**src/bpc_pkg.sv**
```systemverilog
// Package with the register map, field layout and reset values of the port block
package bpc_pkg;

    // ==================================================================
    // Widths
    localparam int PORT_W = 8;                        // Pins in the port
    localparam int DATA_W = 32;                       // Bus data width
    localparam int STRB_W = DATA_W / 8;               // Byte enables
    localparam int SYNC_STAGES = 3;                   // Pin sampling depth

    // ==================================================================
    // Register byte offsets
    localparam logic [7:0] OFS_DATA   = 8'h00;        // port_c_data
    localparam logic [7:0] OFS_DIR    = 8'h04;        // port_c_direction
    localparam logic [7:0] OFS_ALT    = 8'h08;        // alt_pin_function_select
    localparam logic [7:0] OFS_ANALOG = 8'h0c;        // Analog duty per pin
    localparam logic [7:0] OFS_SET    = 8'h10;        // Bit-set on the data latch
    localparam logic [7:0] OFS_CLR    = 8'h14;        // Bit-clear on the data latch

    // ==================================================================
    // Fields of alt_pin_function_select
    localparam int ALT_CC2_BIT = 0;                   // compare2_location_select
    localparam int ALT_SS_BIT  = 1;                   // slave_select_location_select
    localparam logic [7:0] ALT_MASK = 8'h03;          // Implemented bits

    // ==================================================================
    // Reset values
    localparam logic [7:0] RST_DIR    = 8'hff;        // All pins inputs
    localparam logic [7:0] RST_ALT    = 8'h00;
    localparam logic [7:0] RST_ANALOG = 8'h00;        // All pins digital
    localparam logic [7:0] RST_LATCH  = 8'h00;        // Stands for an unknown latch

    // ==================================================================
    // Bus responses
    localparam logic [1:0] RESP_OKAY   = 2'h0;
    localparam logic [1:0] RESP_SLVERR = 2'h2;

endpackage

```
**src/bpc_pin_if.sv**
```systemverilog
// Interface between the pin sampler and the port register logic
`timescale 1ns/1ps
`default_nettype none

interface bpc_pin_if #(
    parameter int W = 8
);
    logic [W-1:0] raw;                                // Pin levels as they arrive
    logic [W-1:0] level;                              // Settled pin levels

    modport sampler (input raw, output level);
    modport port    (output raw, input level);
endinterface

`default_nettype wire

```
**src/bpc_pin_sync.sv**
```systemverilog
// Three-stage pin sampler with agreement filter on the last two stages
`timescale 1ns/1ps
`default_nettype none

module bpc_pin_sync #(
    parameter int W = 8
) (
    input  wire logic  clk,
    input  wire logic  rst_n,
    input  wire logic  ce,
    bpc_pin_if.sampler pins
);

    logic [W-1:0] s1_r;
    logic [W-1:0] s2_r;
    logic [W-1:0] s3_r;
    logic [W-1:0] level_r;
    logic [W-1:0] level_nxt;
    logic [W-1:0] agree;

    // ==================================================================
    // Filter: a bit moves only when stages two and three agree
    assign agree     = ~(s2_r ^ s3_r);
    assign level_nxt = (s2_r & agree) | (level_r & ~agree);
    assign pins.level = level_r;

    // Sampling chain, first stage read only by the second
    always_ff @(posedge clk or negedge rst_n) begin
        if (!rst_n) begin
            s1_r    <= '0;
            s2_r    <= '0;
            s3_r    <= '0;
            level_r <= '0;
        end else if (ce) begin
            s1_r    <= pins.raw;
            s2_r    <= s1_r;
            s3_r    <= s2_r;
            level_r <= level_nxt;
        end
    end

endmodule

`default_nettype wire

```
**src/bpc_port_c.sv**
```systemverilog
// Eight-pin bidirectional port with direction, data latch and AXI4-Lite registers
`timescale 1ns/1ps
`default_nettype none

module bpc_port_c #(
    parameter int ADDR_W = 8,
    parameter int PINS   = bpc_pkg::PORT_W
) (
    input  wire logic                        clk,
    input  wire logic                        rst_n,
    input  wire logic                        ce,
    input  wire logic [ADDR_W-1:0]           s_axi_awaddr,
    input  wire logic                        s_axi_awvalid,
    output logic                             s_axi_awready,
    input  wire logic [bpc_pkg::DATA_W-1:0]  s_axi_wdata,
    input  wire logic [bpc_pkg::STRB_W-1:0]  s_axi_wstrb,
    input  wire logic                        s_axi_wvalid,
    output logic                             s_axi_wready,
    output logic [1:0]                       s_axi_bresp,
    output logic                             s_axi_bvalid,
    input  wire logic                        s_axi_bready,
    input  wire logic [ADDR_W-1:0]           s_axi_araddr,
    input  wire logic                        s_axi_arvalid,
    output logic                             s_axi_arready,
    output logic [bpc_pkg::DATA_W-1:0]       s_axi_rdata,
    output logic [1:0]                       s_axi_rresp,
    output logic                             s_axi_rvalid,
    input  wire logic                        s_axi_rready,
    input  wire logic [PINS-1:0]             pin_in,
    output logic [PINS-1:0]                  pin_out,
    output logic [PINS-1:0]                  pin_oe,
    output logic                             compare2_location_select,
    output logic                             slave_select_location_select
);

    // ==================================================================
    // Register state
    logic [PINS-1:0]                  latch_r;             // Output latch
    logic [PINS-1:0]                  latch_nxt;
    logic [PINS-1:0]                  dir_r;               // direction_bits
    logic [PINS-1:0]                  dir_nxt;
    logic [PINS-1:0]                  oe_r;
    logic [PINS-1:0]                  analog_r;
    logic [PINS-1:0]                  analog_nxt;
    logic [bpc_pkg::PORT_W-1:0]       alt_r;
    logic [bpc_pkg::PORT_W-1:0]       alt_nxt;

    // Write channel holding state
    logic                             aw_held_r;
    logic                             aw_held_nxt;
    logic                             w_held_r;
    logic                             w_held_nxt;
    logic [7:0]                       wr_addr_r;
    logic [bpc_pkg::DATA_W-1:0]       wr_data_r;
    logic [bpc_pkg::STRB_W-1:0]       wr_strb_r;
    logic                             awready_r;
    logic                             wready_r;
    logic                             bvalid_r;
    logic [1:0]                       bresp_r;

    // Read channel state
    logic                             arready_r;
    logic                             rvalid_r;
    logic [bpc_pkg::DATA_W-1:0]       rdata_r;
    logic [1:0]                       rresp_r;

    // ==================================================================
    // Pin sampler
    bpc_pin_if #(.W(PINS)) pins_if ();
    logic [PINS-1:0]                  pin_level_bits;
    logic [PINS-1:0]                  port_rd_value;

    assign pins_if.raw    = pin_in;
    assign pin_level_bits = pins_if.level;

    bpc_pin_sync #(
        .W     (PINS)
    ) u_sync (
        .clk   (clk),
        .rst_n (rst_n),
        .ce    (ce),
        .pins  (pins_if.sampler)
    );

    // Settled pin levels with analog pins forced low
    assign port_rd_value = pin_level_bits & ~analog_r;

    // ==================================================================
    // Write path decode
    logic                             aw_take;
    logic                             w_take;
    logic                             wr_go;
    logic                             wr_lane0;
    logic                             hit_data_w;
    logic                             hit_dir_w;
    logic                             hit_alt_w;
    logic                             hit_ana_w;
    logic                             hit_set_w;
    logic                             hit_clr_w;
    logic                             hit_any_w;
    logic [7:0]                       wr_addr_in;
    logic [PINS-1:0]                  wr_bits;

    assign aw_take    = s_axi_awvalid & awready_r;
    assign w_take     = s_axi_wvalid & wready_r;
    assign wr_go      = aw_held_r & w_held_r & ~bvalid_r;
    assign wr_lane0   = wr_strb_r[0];
    assign wr_bits    = wr_data_r[PINS-1:0];
    assign wr_addr_in = 8'(s_axi_awaddr);
    assign hit_data_w = (wr_addr_r == bpc_pkg::OFS_DATA);
    assign hit_dir_w  = (wr_addr_r == bpc_pkg::OFS_DIR);
    assign hit_alt_w  = (wr_addr_r == bpc_pkg::OFS_ALT);
    assign hit_ana_w  = (wr_addr_r == bpc_pkg::OFS_ANALOG);
    assign hit_set_w  = (wr_addr_r == bpc_pkg::OFS_SET);
    assign hit_clr_w  = (wr_addr_r == bpc_pkg::OFS_CLR);
    assign hit_any_w  = hit_data_w | hit_dir_w | hit_alt_w | hit_ana_w | hit_set_w | hit_clr_w;

    // Channel holding: each address and data taken once, freed on the write
    assign aw_held_nxt = (aw_held_r & ~wr_go) | aw_take;
    assign w_held_nxt  = (w_held_r & ~wr_go) | w_take;

    // ==================================================================
    // Register next values
    // Latch is rebuilt from the pins on set, clear and data writes without lane 0, so undriven bits take pin levels
    assign latch_nxt =
        !wr_go                   ? latch_r :
        (hit_data_w && wr_lane0) ? wr_bits :
        hit_data_w               ? port_rd_value :
        hit_set_w                ? (port_rd_value | wr_bits) :
        hit_clr_w                ? (port_rd_value & ~wr_bits) :
                                   latch_r;
    assign dir_nxt    = (wr_go && hit_dir_w && wr_lane0) ? wr_bits : dir_r;
    assign analog_nxt = (wr_go && hit_ana_w && wr_lane0) ? wr_bits : analog_r;
    assign alt_nxt    = (wr_go && hit_alt_w && wr_lane0)
                      ? (wr_data_r[bpc_pkg::PORT_W-1:0] & bpc_pkg::ALT_MASK)
                      : alt_r;

    // Port registers; drivers follow direction alone, analog duty or not
    always_ff @(posedge clk or negedge rst_n) begin
        if (!rst_n) begin
            latch_r  <= bpc_pkg::RST_LATCH;
            dir_r    <= bpc_pkg::RST_DIR;
            oe_r     <= ~bpc_pkg::RST_DIR;
            analog_r <= bpc_pkg::RST_ANALOG;
            alt_r    <= bpc_pkg::RST_ALT;
        end else if (ce) begin
            latch_r  <= latch_nxt;
            dir_r    <= dir_nxt;
            oe_r     <= ~dir_nxt;
            analog_r <= analog_nxt;
            alt_r    <= alt_nxt;
        end
    end

    // Write channel handshake
    always_ff @(posedge clk or negedge rst_n) begin
        if (!rst_n) begin
            aw_held_r <= 1'b0;
            w_held_r  <= 1'b0;
            awready_r <= 1'b0;
            wready_r  <= 1'b0;
            wr_addr_r <= '0;
            wr_data_r <= '0;
            wr_strb_r <= '0;
            bvalid_r  <= 1'b0;
            bresp_r   <= bpc_pkg::RESP_OKAY;
        end else if (ce) begin
            aw_held_r <= aw_held_nxt;
            w_held_r  <= w_held_nxt;
            awready_r <= ~aw_held_nxt;
            wready_r  <= ~w_held_nxt;
            if (aw_take) begin
                wr_addr_r <= wr_addr_in;
            end
            if (w_take) begin
                wr_data_r <= s_axi_wdata;
                wr_strb_r <= s_axi_wstrb;
            end
            if (wr_go) begin
                bvalid_r <= 1'b1;
                bresp_r  <= hit_any_w ? bpc_pkg::RESP_OKAY : bpc_pkg::RESP_SLVERR;
            end else if (s_axi_bready) begin
                bvalid_r <= 1'b0;
            end
        end
    end

    // ==================================================================
    // Read path decode
    logic                             ar_take;
    logic [7:0]                       rd_addr_in;
    logic [PINS-1:0]                  rd_bits;
    logic                             rd_hit;
    logic                             rd_is_data_r;

    assign ar_take    = s_axi_arvalid & arready_r;
    assign rd_addr_in = 8'(s_axi_araddr);
    assign rd_hit     = (rd_addr_in == bpc_pkg::OFS_DATA) | (rd_addr_in == bpc_pkg::OFS_DIR)
                      | (rd_addr_in == bpc_pkg::OFS_ALT) | (rd_addr_in == bpc_pkg::OFS_ANALOG)
                      | (rd_addr_in == bpc_pkg::OFS_SET) | (rd_addr_in == bpc_pkg::OFS_CLR);
    // Set and clear offsets read back the latch
    assign rd_bits =
        (rd_addr_in == bpc_pkg::OFS_DATA)   ? port_rd_value :
        (rd_addr_in == bpc_pkg::OFS_DIR)    ? dir_r :
        (rd_addr_in == bpc_pkg::OFS_ALT)    ? alt_r[PINS-1:0] :
        (rd_addr_in == bpc_pkg::OFS_ANALOG) ? analog_r :
        rd_hit                              ? latch_r :
                                              '0;

    // Read channel: one answer per address, held until taken
    always_ff @(posedge clk or negedge rst_n) begin
        if (!rst_n) begin
            arready_r    <= 1'b0;
            rvalid_r     <= 1'b0;
            rdata_r      <= '0;
            rresp_r      <= bpc_pkg::RESP_OKAY;
            rd_is_data_r <= 1'b0;
        end else if (ce) begin
            if (ar_take) begin
                arready_r    <= 1'b0;
                rvalid_r     <= 1'b1;
                rdata_r      <= {{(bpc_pkg::DATA_W-PINS){1'b0}}, rd_bits};
                rresp_r      <= rd_hit ? bpc_pkg::RESP_OKAY : bpc_pkg::RESP_SLVERR;
                rd_is_data_r <= (rd_addr_in == bpc_pkg::OFS_DATA);
            end else if (rvalid_r && s_axi_rready) begin
                rvalid_r  <= 1'b0;
                arready_r <= 1'b1;
            end else if (!rvalid_r) begin
                arready_r <= 1'b1;
            end
        end
    end

    // ==================================================================
    // Outputs
    assign s_axi_awready = awready_r;
    assign s_axi_wready  = wready_r;
    assign s_axi_bvalid  = bvalid_r;
    assign s_axi_bresp   = bresp_r;
    assign s_axi_arready = arready_r;
    assign s_axi_rvalid  = rvalid_r;
    assign s_axi_rdata   = rdata_r;
    assign s_axi_rresp   = rresp_r;
    assign pin_out       = latch_r;
    assign pin_oe        = oe_r;
    assign compare2_location_select     = alt_r[bpc_pkg::ALT_CC2_BIT];
    assign slave_select_location_select = alt_r[bpc_pkg::ALT_SS_BIT];

    logic wr_data_full;
    logic wr_data_part;
    assign wr_data_full = ce & wr_go & hit_data_w & wr_lane0;
    assign wr_data_part = ce & wr_go & hit_data_w & ~wr_lane0;
endmodule

`default_nettype wire

```
**config.mk**
```make
export PLATFORM = sky130hd
export DESIGN_NAME = bpc_port_c
export DESIGN_NICKNAME = d
export VERILOG_FILES = /design/src/bpc_pkg.sv /design/src/bpc_pin_if.sv /design/src/bpc_pin_sync.sv /design/src/bpc_port_c.sv
export SDC_FILE = /design/constraint.sdc
export NUM_CORES = 1
export LEC_CHECK = 0
export CAP_MARGIN = 20
export CORE_MARGIN = 4
export CORE_UTILIZATION = 57
export CTS_CLUSTER_DIAMETER = 50
export CTS_CLUSTER_SIZE = 16
export DETAILED_ROUTE_END_ITERATION = 8
export DONT_BUFFER_PORTS = 1
export GPL_ROUTABILITY_DRIVEN = 0
export PLACE_DENSITY = 0.8
export SETUP_SLACK_MARGIN = 0.05
export SLEW_MARGIN = 0
export SYNTH_ARGS = -nofsm -noshare
export SYNTH_HDL_FRONTEND = slang
export SYNTH_SLANG_ARGS = --single-unit
```
**constraint.sdc**
```tcl
create_clock -name clk -period 1.65 [get_ports clk]
set_input_delay 0 -clock clk [delete_from_list [all_inputs] [get_ports clk]]
set_output_delay 0 -clock clk [all_outputs]
set_load 0.01 [all_outputs]
```
==> results.yml <==
synthesis:
  ys_ff_latch: 100
  ys_warn_count: 0
  synth_cell_types: 44
  netlist_instances: 403
  avgSynthCellArea_sq_um: 11.8
  ys_seq_area_share_pct: 52.8
  netlist_area_sq_um: 4760
grt:
  antenna_found_initial: 0
  grt_max_degree: 101
  grt_util_all_layers_pct: 23.6
  overflow: 0
  grt_pass1_vias: 3457
  grt_first_pass_wirelength_microns: 18000
setup_path:
  cp_cell_sequence: "nor4_4 -> nand4_1 -> or2_4 -> buf_6 -> mux2_4"
  critPathMaxStageDelay_ns: 0.45
  cp.arrival_ns: 2.06
  required_ns: 1.95
  cp_max_fo: 5
  path_class: "flop to flop"
  worst_setup_path_end_kind: "flop"
  worst_setup_path_start_kind: "flop"
  worst_path_max_delay_cell: "dfrtp_2"
floorplan:
  ioPinCount: 127
  die_w_microns: 99.3
  core_area_sq_um: 8180
  initial_utilization_pct: 58.2
  dieArea_sq_um: 9870
  std_cell_rows: 33
  dieHeight_microns: 99.3
timing:
  fin_crit_ns: 1.76
  fin_crit_sh_pct: 107
  fmax_mhz: 567
  setup_ws_ns: -0.114
  fin_hold_ws_ns: -0.681
  tns_ns: -2.28
  slew_viol_final: 0
  skew_ns: 0.0106
  setup_viol: 32
  rsz0062_at_grt: "true"
  hold_violations: 100
routing:
  dr.pass1.iters: 4
  drt-met1-wl_microns: 4640
  routed_wl_microns: 11300
  wl_met3_microns: 824
  dr_wl_met2_microns: 5550
  via_per_inst: 6.01
  highest_layer: "met4"
  vias: 3449
  drcViolationCount: 0
  ant_nets: 0
  drt_iter0_drc: 212
  drt-wirelength-per-cell_microns: 19.7
cells_and_area:
  finalInstanceArea_sq_um: 5660
  area_delta_synth_final_pct: 19.1
  postLayoutCoreUtil_pct: 69.3
  final_cell_count_no_fill: 574
  drive_above_1_share_pct: 31.6
  final_nets: 531
flow_run:
  max_cap_viol_count: 0
placement:
  port_buffers: 0
  post_dp_cell_area_sq_um: 4900
  dpl.hpwl_microns: 7200
  place_inst: 514
power:
  intPower_w: 0.00492
  power_switching_w: 0.00256
  cellPowerDensity_nw_per_um2: 1320
  ir_drop_v: 0.000636
  total_power_w: 0.00748
  p_comb_share_pct: 27.4
  power_frac_clock_pct: 20.7
  switching_share_pct: 34.2
  pwr-share-seq_pct: 51.9
  leakagePower_nw: 2.49
clocking:
  cts_num_sinks: 100
  h-tree-depth: 3
  hold_buffers: 36
  clk_latency_ns: 0.37
  clk_pin_slew_ns: 0.09
  cts_tree: "yes"
  cts_made_buffers: 9
  cts_root_buf: "clkbuf_8"
  cts_max_path_buffers: 2
status:
  violations: "hold timing, setup timing"
  outcome: "finished with violations"
hold_path:
  min_path_type: "primary input to asynchronous set/reset pin"
-- metrics by stage --
| stage | setup WS (ns) | hold WS, ns |
|---|---|---|
| floorplan | -0.0950 | -0.296 |
| global placement | -0.0892 | -0.292 |
| detailed placement | -0.212 | -0.293 |
| CTS | -0.0899 | -0.695 |
| global route | -0.160 | -0.713 |
| finish | -0.114 | -0.681 |
-- metal layers --
metal / up-vias / track usage [%]
met4: 0 / 9.87
li1: 1523 / -
met5: - / 0
met3: 29 / 6.17
met1: 1729 / 30.5
met2: 168 / 38.0
-- power groups by stage --
stage / combinational, W / clock [W] / sequential (W)
floorplan: 0.00120 / 0 / 0.00363
global placement: 0.00154 / 0 / 0.00379
detailed placement: 0.00163 / 0 / 0.00384
CTS: 0.00194 / 0.00157 / 0.00381
global route: 0.00221 / 0.00169 / 0.00396
finish: 0.00205 / 0.00155 / 0.00388
-- cell usage in the layout (no fill, tap or decap), types with 13 or more instances in the layout --
master,instances
conb_1,26
a21oi_1,14
inv_1,18
clkbuf_8,13
nand2_1,21
mux2_4,16
mux2_2,51
buf_4,26
nor2b_1,16
dfrtp_1,88
o21ai_0,31
a32o_1,13
dlygate4sd3_1,35
-- worst paths after layout --
check,from,end,slack (ns),cells past startpoint
setup / recovery,wr_addr_r[4],dir_r[6],-0.11,5
hold / removal,rst_n,pin_oe[1],-0.68,0
setup reg to reg,wr_addr_r[4],dir_r[6],-0.11,5
hold reg to reg,u_sync.s1_r[2],u_sync.s2_r[2],0.51,1
max in group asynchronous,rst_n,dir_r[6],2.06,0
min in group clk,s_axi_araddr[3],s_axi_rdata[0],0.02,4
-- worst max-delay path, delay by kind of cell, from the launching register on --
| family | cells | cell delay [ns] |
|---|---|---|
| simple gates | 3 | 0.81 |
| mux | 1 | 0.29 |
| flops | 1 | 0.45 |
| buf+inv | 1 | 0.15 |
-- cell usage after synthesis (all sizes together) --
master,count,area [sq um]
o311ai,2,17.5
nand2,22,82.6
o31ai,1,7.51
o21a,1,7.51
a32o,13,130
clkbuf,11,41.3
nor3b,9,67.6
o32ai,5,43.8
or2,2,12.5
o211a,1,10.0
and4b,1,10.0
a22o,4,35.0
nand3,6,30.0
mux2i,9,90.1
nor4bb,1,10.0
o21ai,40,200
or4,3,23.8
dfrtp,92,2300
nor3,3,20.0
nor4,2,27.5
or3,2,12.5
a21o,1,7.51
a41oi,1,8.76
a21oi,14,70.1
inv,18,67.6
nand4,2,12.5
conb,1,3.75
mux2,67,781
a221oi,1,8.76
dfstp,8,210
buf,32,234
a31oi,1,6.26
nand2b,7,43.8
nor2b,16,100
nor2,4,20.0
-- layout make-up --
class / instances / area (sq um)
antenna: 1 / 2.50
clock buffer: 13 / 179
clock inverter: 3 / 18.8
fill: 561 / 2510
inverter: 18 / 67.6
multi-input combinational: 267 / 2130
sequential: 100 / 2520
tap: 105 / 131
timing repair buffer: 67 / 622
-- repair_timing --
item / in CTS / in global routing
setup buffers: 7 / 0
endpoints found under the hold margin: 172 / 100
pin swaps: 10 / 4
endpoints found under the setup margin: 33 / 34
gates resized for setup: 32 / 14
-- kinds of logic after synthesis --
logic type | count (synthesis) | synth area share, %
AO/OA/AOI/OAI | 85 | 11.6
other | 1 | 0.0789
multiplexers | 76 | 18.3
buffers and inverters | 61 | 7.21
AND/OR/NAND/NOR | 80 | 9.94
flip-flops | 100 | 52.8
Note: power is estimated with default switching activity, not from simulation.
